### src/rtl/prefetch_queue_params.svh
// Constants shared by the instruction prefetch queue design files.
`ifndef PREFETCH_QUEUE_PARAMS_SVH
`define PREFETCH_QUEUE_PARAMS_SVH

`define PQ_WORD_W        16
`define PQ_MAX_STAGES    3
`define PQ_OWED_W        4
`define PQ_REFILL_WORDS  4'h3
`define PQ_RESET_ADDR    16'h0000

`define PQ_ST_NONE       2'h0
`define PQ_ST_LATCH      2'h1
`define PQ_ST_ADV_BUS    2'h2
`define PQ_ST_ADV_BUF    2'h3

`define PQ_EX_NONE       2'h0
`define PQ_EX_EVEN       2'h1
`define PQ_EX_ODD        2'h2
`define PQ_EX_FLOW       2'h3

`endif

### src/rtl/prefetch_queue_pkg.sv
// Types shared by the instruction prefetch queue design files.
package prefetch_queue_pkg;

    typedef enum logic [3:0] {
        MV_NONE    = 4'h1,
        MV_LATCH   = 4'h2,
        MV_ADV_BUS = 4'h4,
        MV_ADV_BUF = 4'h8
    } move_e;

endpackage

### src/rtl/queue_move_if.sv
// Movement commands and queue contents passed between control and storage.
`timescale 1ns/1ps
`include "prefetch_queue_params.svh"

interface queue_move_if;
    prefetch_queue_pkg::move_e               mv;
    logic                                    flush;
    logic [`PQ_WORD_W-1:0]                   bus_word;
    logic [`PQ_MAX_STAGES-1:0][`PQ_WORD_W-1:0] stage;
    logic [`PQ_MAX_STAGES-1:0]               stage_v;
    logic [`PQ_WORD_W-1:0]                   buf_word;
    logic                                    buf_full;

    modport ctrl (output mv, flush, bus_word, input stage, stage_v, buf_word, buf_full);
    modport store (input mv, flush, bus_word, output stage, stage_v, buf_word, buf_full);
endinterface

### src/rtl/queue_stage_store.sv
// Queue stages and the holding buffer; index 0 is stage 1.
`timescale 1ns/1ps
`include "prefetch_queue_params.svh"

module queue_stage_store #(
    parameter bit THREE_STAGE = 1'b0
) (
    input  wire logic     clock,
    input  wire logic     arst_n,
    queue_move_if.store   q
);
    localparam int NSTG = THREE_STAGE ? 3 : 2;

    logic advance;
    assign advance = (q.mv == prefetch_queue_pkg::MV_ADV_BUS) ||
                     (q.mv == prefetch_queue_pkg::MV_ADV_BUF);

    genvar i;
    generate
        for (i = 0; i < `PQ_MAX_STAGES; i++) begin : g_stage
            if (i >= NSTG) begin : g_unused
                assign q.stage[i]   = '0;
                assign q.stage_v[i] = 1'b0;
            end else begin : g_live
                logic [`PQ_WORD_W-1:0] word_r;
                logic                  valid_r;
                logic [`PQ_WORD_W-1:0] word_in;
                logic                  valid_in;
                if (i == 0) begin : g_head
                    // New words always enter stage 1, from the bus or the buffer.
                    assign word_in  = (q.mv == prefetch_queue_pkg::MV_ADV_BUS) ?
                                      q.bus_word : q.buf_word;
                    assign valid_in = 1'b1;
                end else begin : g_tail
                    assign word_in  = q.stage[i-1];
                    assign valid_in = q.stage_v[i-1];
                end
                always_ff @(posedge clock or negedge arst_n) begin
                    if (!arst_n) begin
                        word_r  <= '0;
                        valid_r <= 1'b0;
                    end else if (q.flush) begin
                        valid_r <= 1'b0;
                    end else if (advance) begin
                        word_r  <= word_in;
                        valid_r <= valid_in;
                    end
                end
                assign q.stage[i]   = word_r;
                assign q.stage_v[i] = valid_r;
            end
        end

        if (THREE_STAGE) begin : g_no_buffer
            assign q.buf_word = '0;
            assign q.buf_full = 1'b0;
        end else begin : g_buffer
            logic [`PQ_WORD_W-1:0] buf_r;
            logic                  full_r;
            always_ff @(posedge clock or negedge arst_n) begin
                if (!arst_n) begin
                    buf_r  <= '0;
                    full_r <= 1'b0;
                end else if (q.flush) begin
                    full_r <= 1'b0;
                end else if (q.mv == prefetch_queue_pkg::MV_LATCH && !full_r) begin
                    buf_r  <= q.bus_word;
                    full_r <= 1'b1;
                end else if (q.mv == prefetch_queue_pkg::MV_ADV_BUF) begin
                    full_r <= 1'b0;
                end
            end
            assign q.buf_word = buf_r;
            assign q.buf_full = full_r;
        end
    endgenerate
endmodule

### src/rtl/refill_accounting.sv
// Counts owed program word fetches, issues them and tracks stale returns.
`timescale 1ns/1ps
`include "prefetch_queue_params.svh"

module refill_accounting (
    input  wire logic                  clock,
    input  wire logic                  arst_n,
    input  wire logic                  flush,
    input  wire logic [15:0]           flow_addr,
    input  wire logic                  done,
    input  wire logic [1:0]            done_words,
    input  wire logic                  bus_gnt,
    input  wire logic                  rx_take,
    output logic                       bus_req,
    output logic [15:0]                bus_addr,
    output logic                       discard,
    output logic [`PQ_OWED_W-1:0]      fetch_owed
);
    logic [`PQ_OWED_W-1:0] owed_r;
    logic [`PQ_OWED_W-1:0] owed_nxt;
    logic [15:0]           fa_r;
    logic [2:0]            outst_r;
    logic [2:0]            stale_r;
    logic                  issued;
    logic [`PQ_OWED_W-1:0] add_words;

    assign bus_req   = (owed_r != '0) && !flush;
    assign issued    = bus_req && bus_gnt;
    assign add_words = done ? {2'h0, done_words} : '0;
    // Each consumed word is replaced by exactly one word fetch.
    assign owed_nxt  = flush ? `PQ_REFILL_WORDS :
                       owed_r + add_words - {3'h0, issued};
    assign bus_addr  = {fa_r[15:1], 1'b0};
    assign discard   = stale_r != 3'h0;
    assign fetch_owed = owed_r;

    always_ff @(posedge clock or negedge arst_n) begin
        if (!arst_n) begin
            owed_r <= `PQ_REFILL_WORDS;
            fa_r   <= `PQ_RESET_ADDR;
        end else begin
            owed_r <= owed_nxt;
            if (flush) begin
                fa_r <= {flow_addr[15:1], 1'b0};
            end else if (issued) begin
                fa_r <= fa_r + 16'h0002;
            end
        end
    end

    // Words already in flight at a change of flow belong to the old path.
    always_ff @(posedge clock or negedge arst_n) begin
        if (!arst_n) begin
            outst_r <= 3'h0;
            stale_r <= 3'h0;
        end else begin
            outst_r <= outst_r + {2'h0, issued} - {2'h0, rx_take};
            if (flush) begin
                stale_r <= outst_r - {2'h0, rx_take};
            end else if (rx_take && discard) begin
                stale_r <= stale_r - 3'h1;
            end
        end
    end
endmodule

### src/rtl/instruction_prefetch_queue.sv
// Instruction prefetch queue: fetch control, queue movement and opcode window.
// Notes on behaviour
// - Refill fetches match words each instruction consumed.
// - Program fetches are whole words, even addresses.
// - Program fetch replaces two bytes, optional one.
// - Optional fetch free when even, fetch when odd.
// - Two status pins multiplex movement and execution.
// - Older variant: two stages plus holding buffer.
// - Words enter stage 1, execute from stage 2.
// - Execution starts with two words queued.
// - Even single-byte instruction does not advance queue.
// - Word arriving when stuck goes to buffer.
// - Newer variant: three stages, in 1, out 3.
// - Every byte selectable; next opcode position predicted. Here the opcode is always one of the two bytes of stage 3.
// - Four movement types compose every queue operation.
// - Busy internal cycles hold all stage contents.
// - Latched buffer word refills stage 1 later.
// - Only first latch before advance writes buffer.
// - Advance from bus loads stage 1 with word.
// - Advance from buffer moves stage 1, loads it from buffer.
// - Latch and buffer advance only in older variant.
// - Instructions execute strictly one at a time.
// - Change of flow refills with three word fetches.
`timescale 1ns/1ps
`include "prefetch_queue_params.svh"

module instruction_prefetch_queue #(
    parameter bit THREE_STAGE = 1'b0
) (
    input  wire logic        clock,
    input  wire logic        arst_n,
    input  wire logic        instr_done,
    input  wire logic [2:0]  instr_len,
    input  wire logic        busy,
    input  wire logic        flow_change,
    input  wire logic [15:0] flow_addr,
    output logic             op_valid,
    output logic [23:0]      op_bytes,
    output logic [15:0]      instr_pc,
    output logic             bus_req,
    output logic [15:0]      bus_addr,
    input  wire logic        bus_gnt,
    input  wire logic        bus_rvalid,
    input  wire logic [15:0] bus_rdata,
    output logic             bus_rready,
    output logic [1:0]       queue_status_pins
);
    localparam int TOP = THREE_STAGE ? 2 : 1;

    queue_move_if q ();

    logic                  op_valid_r;
    logic                  op_valid_nxt;
    logic [23:0]           op_bytes_r;
    logic [15:0]           pc_r;
    logic                  head_odd_r;
    logic [1:0]            adv_owed_r;
    logic [1:0]            adv_owed_nxt;
    logic [1:0]            status_r;
    logic                  phase_r;
    logic [1:0]            mov_evt_r;
    logic [1:0]            exec_evt_r;

    logic                  take_done;
    logic [3:0]            span;
    logic [1:0]            done_words;
    logic                  discard;
    logic                  rx_take;
    logic                  can_adv;
    logic                  adv_buf_go;
    logic                  top_v;
    logic                  next_v;
    logic                  moved;
    logic [31:0]           window;
    logic [1:0]            mv_code;
    logic [1:0]            start_code;
    logic [`PQ_OWED_W-1:0] fetch_owed;

    // An instruction is only retired while it is the one presented.
    assign take_done  = instr_done && op_valid_r;
    // Words dropped = words spanned from the opcode's half to the end.
    assign span       = {1'b0, instr_len} + {3'h0, head_odd_r};
    assign done_words = span[2:1];

    assign top_v   = q.stage_v[TOP];
    assign next_v  = q.stage_v[TOP-1];
    assign can_adv = !top_v || (adv_owed_r != 2'h0);

    // A full buffer drains first so words never pass each other.
    assign adv_buf_go = !THREE_STAGE && q.buf_full && (adv_owed_r != 2'h0) &&
                        !busy && !flow_change;
    assign bus_rready = !busy && !flow_change && !adv_buf_go &&
                        (discard || can_adv || (!THREE_STAGE && !q.buf_full));
    assign rx_take    = bus_rvalid && bus_rready;

    assign q.flush    = flow_change;
    assign q.bus_word = bus_rdata;
    assign q.mv = adv_buf_go                 ? prefetch_queue_pkg::MV_ADV_BUF :
                  (!rx_take || discard)      ? prefetch_queue_pkg::MV_NONE :
                  can_adv                    ? prefetch_queue_pkg::MV_ADV_BUS :
                                               prefetch_queue_pkg::MV_LATCH;

    assign moved = (q.mv == prefetch_queue_pkg::MV_ADV_BUS) ||
                   (q.mv == prefetch_queue_pkg::MV_ADV_BUF);

    assign adv_owed_nxt = flow_change ? 2'h0 :
                          take_done   ? done_words :
                          (moved && adv_owed_r != 2'h0) ? adv_owed_r - 2'h1 :
                                                          adv_owed_r;

    // Two-word byte window starting at the opcode's word, even byte in the high half.
    assign window       = {q.stage[TOP], q.stage[TOP-1]};
    assign op_valid_nxt = top_v && next_v && (adv_owed_r == 2'h0) &&
                          !moved && !take_done && !flow_change;

    assign mv_code = (q.mv == prefetch_queue_pkg::MV_LATCH)   ? `PQ_ST_LATCH :
                     (q.mv == prefetch_queue_pkg::MV_ADV_BUS) ? `PQ_ST_ADV_BUS :
                     (q.mv == prefetch_queue_pkg::MV_ADV_BUF) ? `PQ_ST_ADV_BUF :
                                                                `PQ_ST_NONE;
    assign start_code = flow_change                  ? `PQ_EX_FLOW :
                        (op_valid_nxt && !op_valid_r) ? (head_odd_r ? `PQ_EX_ODD : `PQ_EX_EVEN) :
                                                        `PQ_EX_NONE;

    queue_stage_store #(
        .THREE_STAGE (THREE_STAGE)
    ) u_store (
        .clock  (clock),
        .arst_n (arst_n),
        .q      (q.store)
    );

    refill_accounting u_acct (
        .clock      (clock),
        .arst_n     (arst_n),
        .flush      (flow_change),
        .flow_addr  (flow_addr),
        .done       (take_done),
        .done_words (done_words),
        .bus_gnt    (bus_gnt),
        .rx_take    (rx_take),
        .bus_req    (bus_req),
        .bus_addr   (bus_addr),
        .discard    (discard),
        .fetch_owed (fetch_owed)
    );

    always_ff @(posedge clock or negedge arst_n) begin
        if (!arst_n) begin
            op_valid_r <= 1'b0;
            op_bytes_r <= 24'h000000;
            adv_owed_r <= 2'h0;
        end else begin
            op_valid_r <= op_valid_nxt;
            op_bytes_r <= head_odd_r ? window[23:0] : window[31:8];
            adv_owed_r <= adv_owed_nxt;
        end
    end

    // Predicts where the next opcode sits from the current one's length.
    always_ff @(posedge clock or negedge arst_n) begin
        if (!arst_n) begin
            pc_r       <= `PQ_RESET_ADDR;
            head_odd_r <= 1'b0;
        end else if (flow_change) begin
            pc_r       <= flow_addr;
            head_odd_r <= flow_addr[0];
        end else if (take_done) begin
            pc_r       <= pc_r + {13'h0000, instr_len};
            head_odd_r <= span[0];
        end
    end

    // Status pins alternate: movement on even phases, execution on odd ones.
    // Events are held until shown, but a newer event arriving before then replaces the held one.
    always_ff @(posedge clock or negedge arst_n) begin
        if (!arst_n) begin
            phase_r    <= 1'b0;
            mov_evt_r  <= `PQ_ST_NONE;
            exec_evt_r <= `PQ_EX_NONE;
            status_r   <= 2'h0;
        end else begin
            phase_r  <= !phase_r;
            status_r <= phase_r ? exec_evt_r : mov_evt_r;
            if (mv_code != `PQ_ST_NONE) begin
                mov_evt_r <= mv_code;
            end else if (!phase_r) begin
                mov_evt_r <= `PQ_ST_NONE;
            end
            if (start_code != `PQ_EX_NONE) begin
                exec_evt_r <= start_code;
            end else if (phase_r) begin
                exec_evt_r <= `PQ_EX_NONE;
            end
        end
    end

    assign op_valid          = op_valid_r;
    assign op_bytes          = op_bytes_r;
    assign instr_pc          = pc_r;
    assign queue_status_pins = status_r;

    property p_even_fetch;
        @(posedge clock) disable iff (!arst_n)
        bus_req |-> (bus_addr[0] == 1'b0);
    endproperty
    a_even_fetch: assert property (p_even_fetch)
        else $error("program fetch issued at an odd address");

    property p_refill_matches;
        @(posedge clock) disable iff (!arst_n)
        (take_done && !flow_change) |=> (adv_owed_r == $past(done_words));
    endproperty
    a_refill_matches: assert property (p_refill_matches)
        else $error("words owed differ from words consumed");

    property p_optional_fetch;
        @(posedge clock) disable iff (!arst_n)
        (take_done && !flow_change && instr_len == 3'h5) |=>
            (adv_owed_r == ($past(head_odd_r) ? 2'h3 : 2'h2));
    endproperty
    a_optional_fetch: assert property (p_optional_fetch)
        else $error("optional fetch not resolved by alignment");

    property p_even_single_byte;
        @(posedge clock) disable iff (!arst_n)
        (take_done && !flow_change && !head_odd_r && instr_len == 3'h1) |=>
            (adv_owed_r == 2'h0) && head_odd_r && $stable(q.stage[TOP]);
    endproperty
    a_even_single_byte: assert property (p_even_single_byte)
        else $error("queue moved after aligned single-byte instruction");

    property p_busy_hold;
        @(posedge clock) disable iff (!arst_n)
        busy |=> $stable(q.stage);
    endproperty
    a_busy_hold: assert property (p_busy_hold)
        else $error("stage contents changed during busy cycle");

    property p_first_latch_only;
        @(posedge clock) disable iff (!arst_n)
        (q.mv == prefetch_queue_pkg::MV_LATCH) |-> !q.buf_full;
    endproperty
    a_first_latch_only: assert property (p_first_latch_only)
        else $error("latch taken while buffer already full");

    property p_bus_load;
        @(posedge clock) disable iff (!arst_n)
        (q.mv == prefetch_queue_pkg::MV_ADV_BUS) |=>
            (q.stage[0] == $past(bus_rdata)) && (q.stage[1] == $past(q.stage[0]));
    endproperty
    a_bus_load: assert property (p_bus_load)
        else $error("advance from bus did not shift and load stage 1");

    property p_buf_load;
        @(posedge clock) disable iff (!arst_n)
        (q.mv == prefetch_queue_pkg::MV_ADV_BUF) |=>
            (q.stage[0] == $past(q.buf_word)) && !q.buf_full;
    endproperty
    a_buf_load: assert property (p_buf_load)
        else $error("advance from buffer did not load stage 1");

    property p_no_buffer_moves;
        @(posedge clock) disable iff (!arst_n)
        THREE_STAGE |-> (q.mv == prefetch_queue_pkg::MV_NONE ||
                         q.mv == prefetch_queue_pkg::MV_ADV_BUS);
    endproperty
    a_no_buffer_moves: assert property (p_no_buffer_moves)
        else $error("buffer movement in the three-stage variant");

    property p_one_at_a_time;
        @(posedge clock) disable iff (!arst_n)
        take_done |=> !op_valid_r;
    endproperty
    a_one_at_a_time: assert property (p_one_at_a_time)
        else $error("next instruction presented in the retiring cycle");

    property p_start_needs_words;
        @(posedge clock) disable iff (!arst_n)
        $rose(op_valid_r) |-> $past(top_v) && $past(next_v) && top_v && next_v;
    endproperty
    a_start_needs_words: assert property (p_start_needs_words)
        else $error("execution began with fewer than two words queued");

    property p_flow_refill;
        @(posedge clock) disable iff (!arst_n)
        flow_change |=> (fetch_owed == `PQ_REFILL_WORDS) && !op_valid_r && !top_v;
    endproperty
    a_flow_refill: assert property (p_flow_refill)
        else $error("change of flow did not start a three-word refill");
endmodule

### config.mk
export PLATFORM = sky130hd
export DESIGN_NAME = instruction_prefetch_queue
export DESIGN_NICKNAME = d
export VERILOG_FILES = /design/src/rtl/prefetch_queue_pkg.sv /design/src/rtl/queue_move_if.sv /design/src/rtl/queue_stage_store.sv /design/src/rtl/refill_accounting.sv /design/src/rtl/instruction_prefetch_queue.sv
export VERILOG_INCLUDE_DIRS = /design/src /design/src/rtl
export SDC_FILE = /design/constraint.sdc
export NUM_CORES = 1
export LEC_CHECK = 0
export ABC_AREA = 1
export BUFFER_PORTS_ARGS = -buffer_cell sky130_fd_sc_hd__buf_2
export CAP_MARGIN = 20
export CORE_AREA = 2 2 109 111
export DETAILED_ROUTE_END_ITERATION = 8
export DIE_AREA = 0 0 111 113
export GPL_TIMING_DRIVEN = 0
export HOLD_SLACK_MARGIN = 0.15
export PLACE_DENSITY = 0.76
export SYNTH_ARGS = -nofsm -noshare
export SYNTH_HDL_FRONTEND = slang
export SYNTH_SLANG_ARGS = --single-unit
### constraint.sdc
create_clock -name clock -period 2.5 [get_ports clock]
set_clock_uncertainty 0.05 [all_clocks]
set_input_delay 0 -clock clock [delete_from_list [all_inputs] [get_ports clock]]
set_output_delay 0 -clock clock [all_outputs]
set_load 0.01 [all_outputs]
Word level (Yosys, flattened, before mapping). Cells that the tools add are included.

Logic and storage cells: 119. Output and inout bits: 61. Bits of input ports: 42. Register bits after elaboration: 128.

Reductions and logical operators: 49. Bitwise logic cells: 1. $add $sub $neg: 10. Multiplexer cells: 36. Eq/ne operators: 4.

Operators with widths (number): $mux W16 (5); $mux W2 (15); $mux W24 (1); $logic_and A1 B1 Y1 (19); $add A16 B2 Y16 const B (1); $add A16 B3 Y16 (1); $reduce_bool A2 Y1 (8); $mux W3 (4); $logic_not A1 Y1 (10); $mux W1 (9); $reduce_bool A3 Y1 (3); $mux W4 (2); $add A3 B1 Y3 (2); $sub A3 B1 Y3 (2); $logic_or A1 B1 Y1 (5); $add A4 B4 Y4 (1); $eq A4 B2 Y1 const B (1); $eq A4 B3 Y1 const B (1); $eq A4 B4 Y1 const B (1); $reduce_and A2 Y1 (2); $reduce_bool A4 Y1 (1); $sub A4 B1 Y4 (1); $sub A3 B1 Y3 const B (1); $logic_not A2 Y1 (1); other kinds (3) (3).

Logic depth before layout (Yosys ltp).
Depth after elaboration: 23. Mapped depth: 14. Mapped depth without buffers: 14.

Cells and area by module. A second synthesis with hierarchy kept.

Cells, all modules: 866. Area, all modules: 6865.3 um^2.

By module, submodules not included: instruction_prefetch_queue (instances 1, seq. area each 1276.2 um^2, area each 2663.8 um^2, cells each 341); queue_stage_store (instances 1, seq. area each 1276.2 um^2, area each 2439.8 um^2, cells each 297); refill_accounting (instances 1, seq. area each 628.1 um^2, area each 1761.7 um^2, cells each 228).

Worst setup path after synthesis. No wires, ideal clock.

Path type: register to register. Start point: reg u_acct.owed_r[2] (netlist: u_acct.fetch_owed[2]). End point: reg u_acct.owed_r[1] (netlist: u_acct.fetch_owed[1]). Library setup time: 84 ps. Arrival time: 2104 ps. Buffers on the path: 0. Stages on the path, launching flop included: 11. Data required time: 2366 ps. Path slack: 261 ps. Clock period less this slack: 2239 ps. Cell sequence: dfrtp_1 inv_1 ha_1 nand3_1 nand3_1 inv_1 ha_1 inv_1 ha_1 fa_1 or2_2.

Cells in the longest elaborated chain, start to end: 5.

RTL lines: start: declaration (RTL line refill_accounting.sv:19) `` logic [`PQ_OWED_W-1:0] owed_r; ``; start signal: assignment (RTL line refill_accounting.sv:39) `` owed_r <= `PQ_REFILL_WORDS; ``; start signal: assignment (RTL line refill_accounting.sv:42) `owed_r <= owed_nxt;`; $reduce_bool A4 Y1 (RTL line refill_accounting.sv:27) `assign bus_req = (owed_r != '0) && !flush;`; $logic_and A1 B1 Y1 (RTL line refill_accounting.sv:27); $logic_and A1 B1 Y1 (RTL line refill_accounting.sv:28) `assign issued = bus_req && bus_gnt;`; $sub A4 B1 Y4 (RTL line refill_accounting.sv:32) `owed_r + add_words - {3'h0, issued};`; $mux W4 (RTL line refill_accounting.sv:31) `` assign owed_nxt = flush ? `PQ_REFILL_WORDS : ``; net u_acct.owed_nxt[1] (RTL line refill_accounting.sv:20) `` logic [`PQ_OWED_W-1:0] owed_nxt; ``.

The timed path passes the listed nets, and every way through them passes these cells. A chain may end at the register's enable or synchronous reset.

Worst setup path after layout. Ends and elaborated chain as after synthesis.

==> flow_summary.ini <==
[run_status]
run_status = completed

[min_path]
hp-class = input port to register

[finish]
seq_area_mm2 = 0.003181
nNetsFinal = 1002
fin_area_mm2 = 0.008215
diodes = 0
fill_cells = 813
multiInputGateArea_mm2 = 0.002689
fin_util_pct = 72.88
drive_gt1_share_pct = 20.29
area_growth_pct = 28.39

[grt]
grt_max_degree = 84
grt_usage_pct = 28.38
antenna_found_initial = 0
grt_overflow = 0
grt_pass1_wl_um = 28170
grt_pass1_vias = 5970

[synth]
synthTopCellsByCount = nand2_1, dfrtp_1, inv_1
yosys_register_bits = 127
synth_nets = 834
synth_top_cells_by_area = dfrtp_1, nand2_1, inv_1
synth_area_mm2 = 0.006399
yosysSeqAreaShare_pct = 49.71
synthArstFlopShare_pct = 100.0
yosysMostFrequentCell = nand2_1
ys.flop_type = dfrtp_1
syn_area_per_cell_um2 = 8.310
yosys.area.top_type_share_pct = 48.89
synth_cell_types = 42
synth_edf_count = 0
synth.largest_area_cell = dfrtp_1
syn_inst = 770
yosys_warnings = 0

[detailed_routing]
routed_wl_um = 16900
detail-route-antenna-nets = 0
dr.pass1.iters = 5
viasPerCell = 5.438
via_count = 5949
drc_errors = 0
drt-initial-drc-count = 424
wire_per_inst_um = 15.45

[setup_path]
critPathBufInv = 3
crit_chain = inv_1 -> ha_1 -> nand3_1 -> nand3_2 -> inv_4 -> ha_1 -> inv_1 -> ha_1 -> fa_1 -> or2_2
worstSetupPathType = register to register
timing.reg2reg.setup_slack_ns = 0.09
cpPeakStageDelay_ns = 0.43
critPathCaptureType = register
worstPathRequired_ns = 2.79
arrival_ns = 2.70
critPathMaxFanout = 8
crit_top_cell = ha_1
start_kind = register
critical-path-top-delay-family = adder cells
cp_slowest_cell = fa_1

[timing]
setup_viol = 0
max_freq_mhz = 415.3
hold_viol = 0
min_period_ns = 2.408
setup_tns_ns = 0
fin_crit_sh_pct = 96.32
rsz0062_at_grt = false
tightest_slew_ns = 0.6342
slew_violations = 0
setup_ws_ns = 0.09195
worst_slew_margin_rel_pct = 57.56

[placed_design]
dpl.hpwl_um = 11510
gp_congestion = 0.9635
placed_area_mm2 = 0.007112
dp_slack_ns = -0.09344
io_buffers = 100

[clock_tree]
clock_latency_ns = 0.42
cts_tree = built
clk_pin_slew_worst_paths_ns = 0.06
clockBufferDepth = 2
cts-root-buf = clkbuf_16
h-tree-depth = 4
cts-buffers-inserted = 17
postCtsSetupBuffers = 0
cts.sinks = 127

[power_and_ir_drop]
power_switching_mw = 2.340
netSwitchingFraction_pct = 32.53
p_per_area_mw_per_mm2 = 875.6
total_leakage_power_nw = 4.192
p_int_mw = 4.854
peakVddDrop_mv = 0.5860
power_frac_clock_pct = 33.6
combPwrFrac_pct = 24.4
seqPwrFrac_pct = 42.0

[die]
die_x_um = 111
num_io_pins = 103
die_height_um = 113
dieArea_mm2 = 0.01254
row_count = 39
core_area_mm2 = 0.01127
start_util_pct = 56.77

[run]
cap_violations = 0
==> metrics by stage <==
step	std cells	power (mW)	hold WS, ns
after detailed placement	1014	4.698	-0.1035
after CTS	1094	7.214	0.1532
after floorplan	770	4.020	-0.3456
after global routing	1094	7.622	0.2134
final	1094	7.194	0.1691
after global placement	1013	4.611	0.1997
==> sequential cells by signal (all words and copies together), names as in the netlist <==
signal / flops
adv_owed_r: 2
u_store.g_stage.g_live.valid_r: 2
u_acct.outst_r: 3
mov_evt_r: 2
u_store.g_stage.g_live.word_r: 32
op_valid: 1
exec_evt_r: 2
instr_pc: 16
u_store.q.buf_full: 1
u_acct.fa_r: 15
phase_r: 1
u_acct.fetch_owed: 4
op_bytes: 24
u_store.q.buf_word: 16
head_odd_r: 1
u_acct.stale_r: 3
queue_status_pins: 2
==> timing repair <==
item,CTS,global route
setup endpoints to repair,2,5
hold buffers,48,0
gates resized for setup,2,7
endpoints found under the hold margin,199,0
==> routing by layer <==
layer	vias up	GRT usage [%]	share of wire [%]
li1	2818	-	-
met1	2828	36.88	42
met2	257	46.22	49
met3	46	5.035	5.9
met4	0	14.58	3.3
met5	-	0	0
==> worst paths after layout <==
check | from | end | depth (start not counted)
worst max-delay path | u_acct.fetch_owed[2] | u_acct.fetch_owed[1] | 10
worst min-delay path | instr_len[1] | instr_pc[1] | 6
worst max register to register | u_acct.fetch_owed[2] | u_acct.fetch_owed[1] | 10
worst min register to register | u_store.g_stage[1].g_live.word_r[0] | op_bytes[16] | 2
max in group asynchronous | arst_n | u_acct.fetch_owed[0] | 4
min in group asynchronous | arst_n | instr_pc[9] | 4
==> worst register-to-register path: stages (launching register included) <==
cell and delay (ns):
dfrtp_1 0.36, inv_1 0.08, ha_1 0.18, nand3_1 0.11
nand3_2 0.15, inv_4 0.10, ha_1 0.30, inv_1 0.05
ha_1 0.22, fa_1 0.43, or2_2 0.30
==> power groups by stage <==
stage | Clock [mW] | Sequential [mW] | Combinational, mW
after global routing | 2.54 | 3.08 | 2.00
after global placement | 0 | 3.01 | 1.60
after detailed placement | 0 | 3.04 | 1.66
after CTS | 2.45 | 3.02 | 1.75
after floorplan | 0 | 3.07 | 0.950
final | 2.41 | 3.02 | 1.76
==> layout by cell type (no fill, tap or decap), types with 18 or more instances in the layout <==
master	synthesis	layout
buf_2	8	107
inv_1	98	96
dfrtp_1	125	125
o211ai_1	23	23
dlygate4sd3_1	0	47
nor2_1	51	51
nand2_1	221	221
nand3_1	43	41
o21ai_0	45	44
a21oi_1	25	25
ha_1	19	18
==> logic make-up (layout without fill, tap and decap cells) <==
family | count (synthesis) | count (layout) | synth area share, %
fa+ha+maj | 22 | 22 | 4.654
compound gates | 121 | 121 | 11.54
simple gates | 355 | 355 | 23.84
other cells | 1 | 1 | 0.05861
xor+xnor | 11 | 11 | 1.506
buf+inv | 133 | 314 | 8.702
flops | 127 | 127 | 49.71
==> area by class of cell <==
class / instances / area share, %
plain buffers: 26 / 1.858
clock buffers: 19 / 5.391
clock inverters: 13 / 1.706
inverters: 107 / 4.950
multi-input cells: 510 / 32.73
flip-flops and latches: 127 / 38.71
well taps: 143 / 2.178
repair buffers: 149 / 12.47
Power figures use the tool's default switching activity.
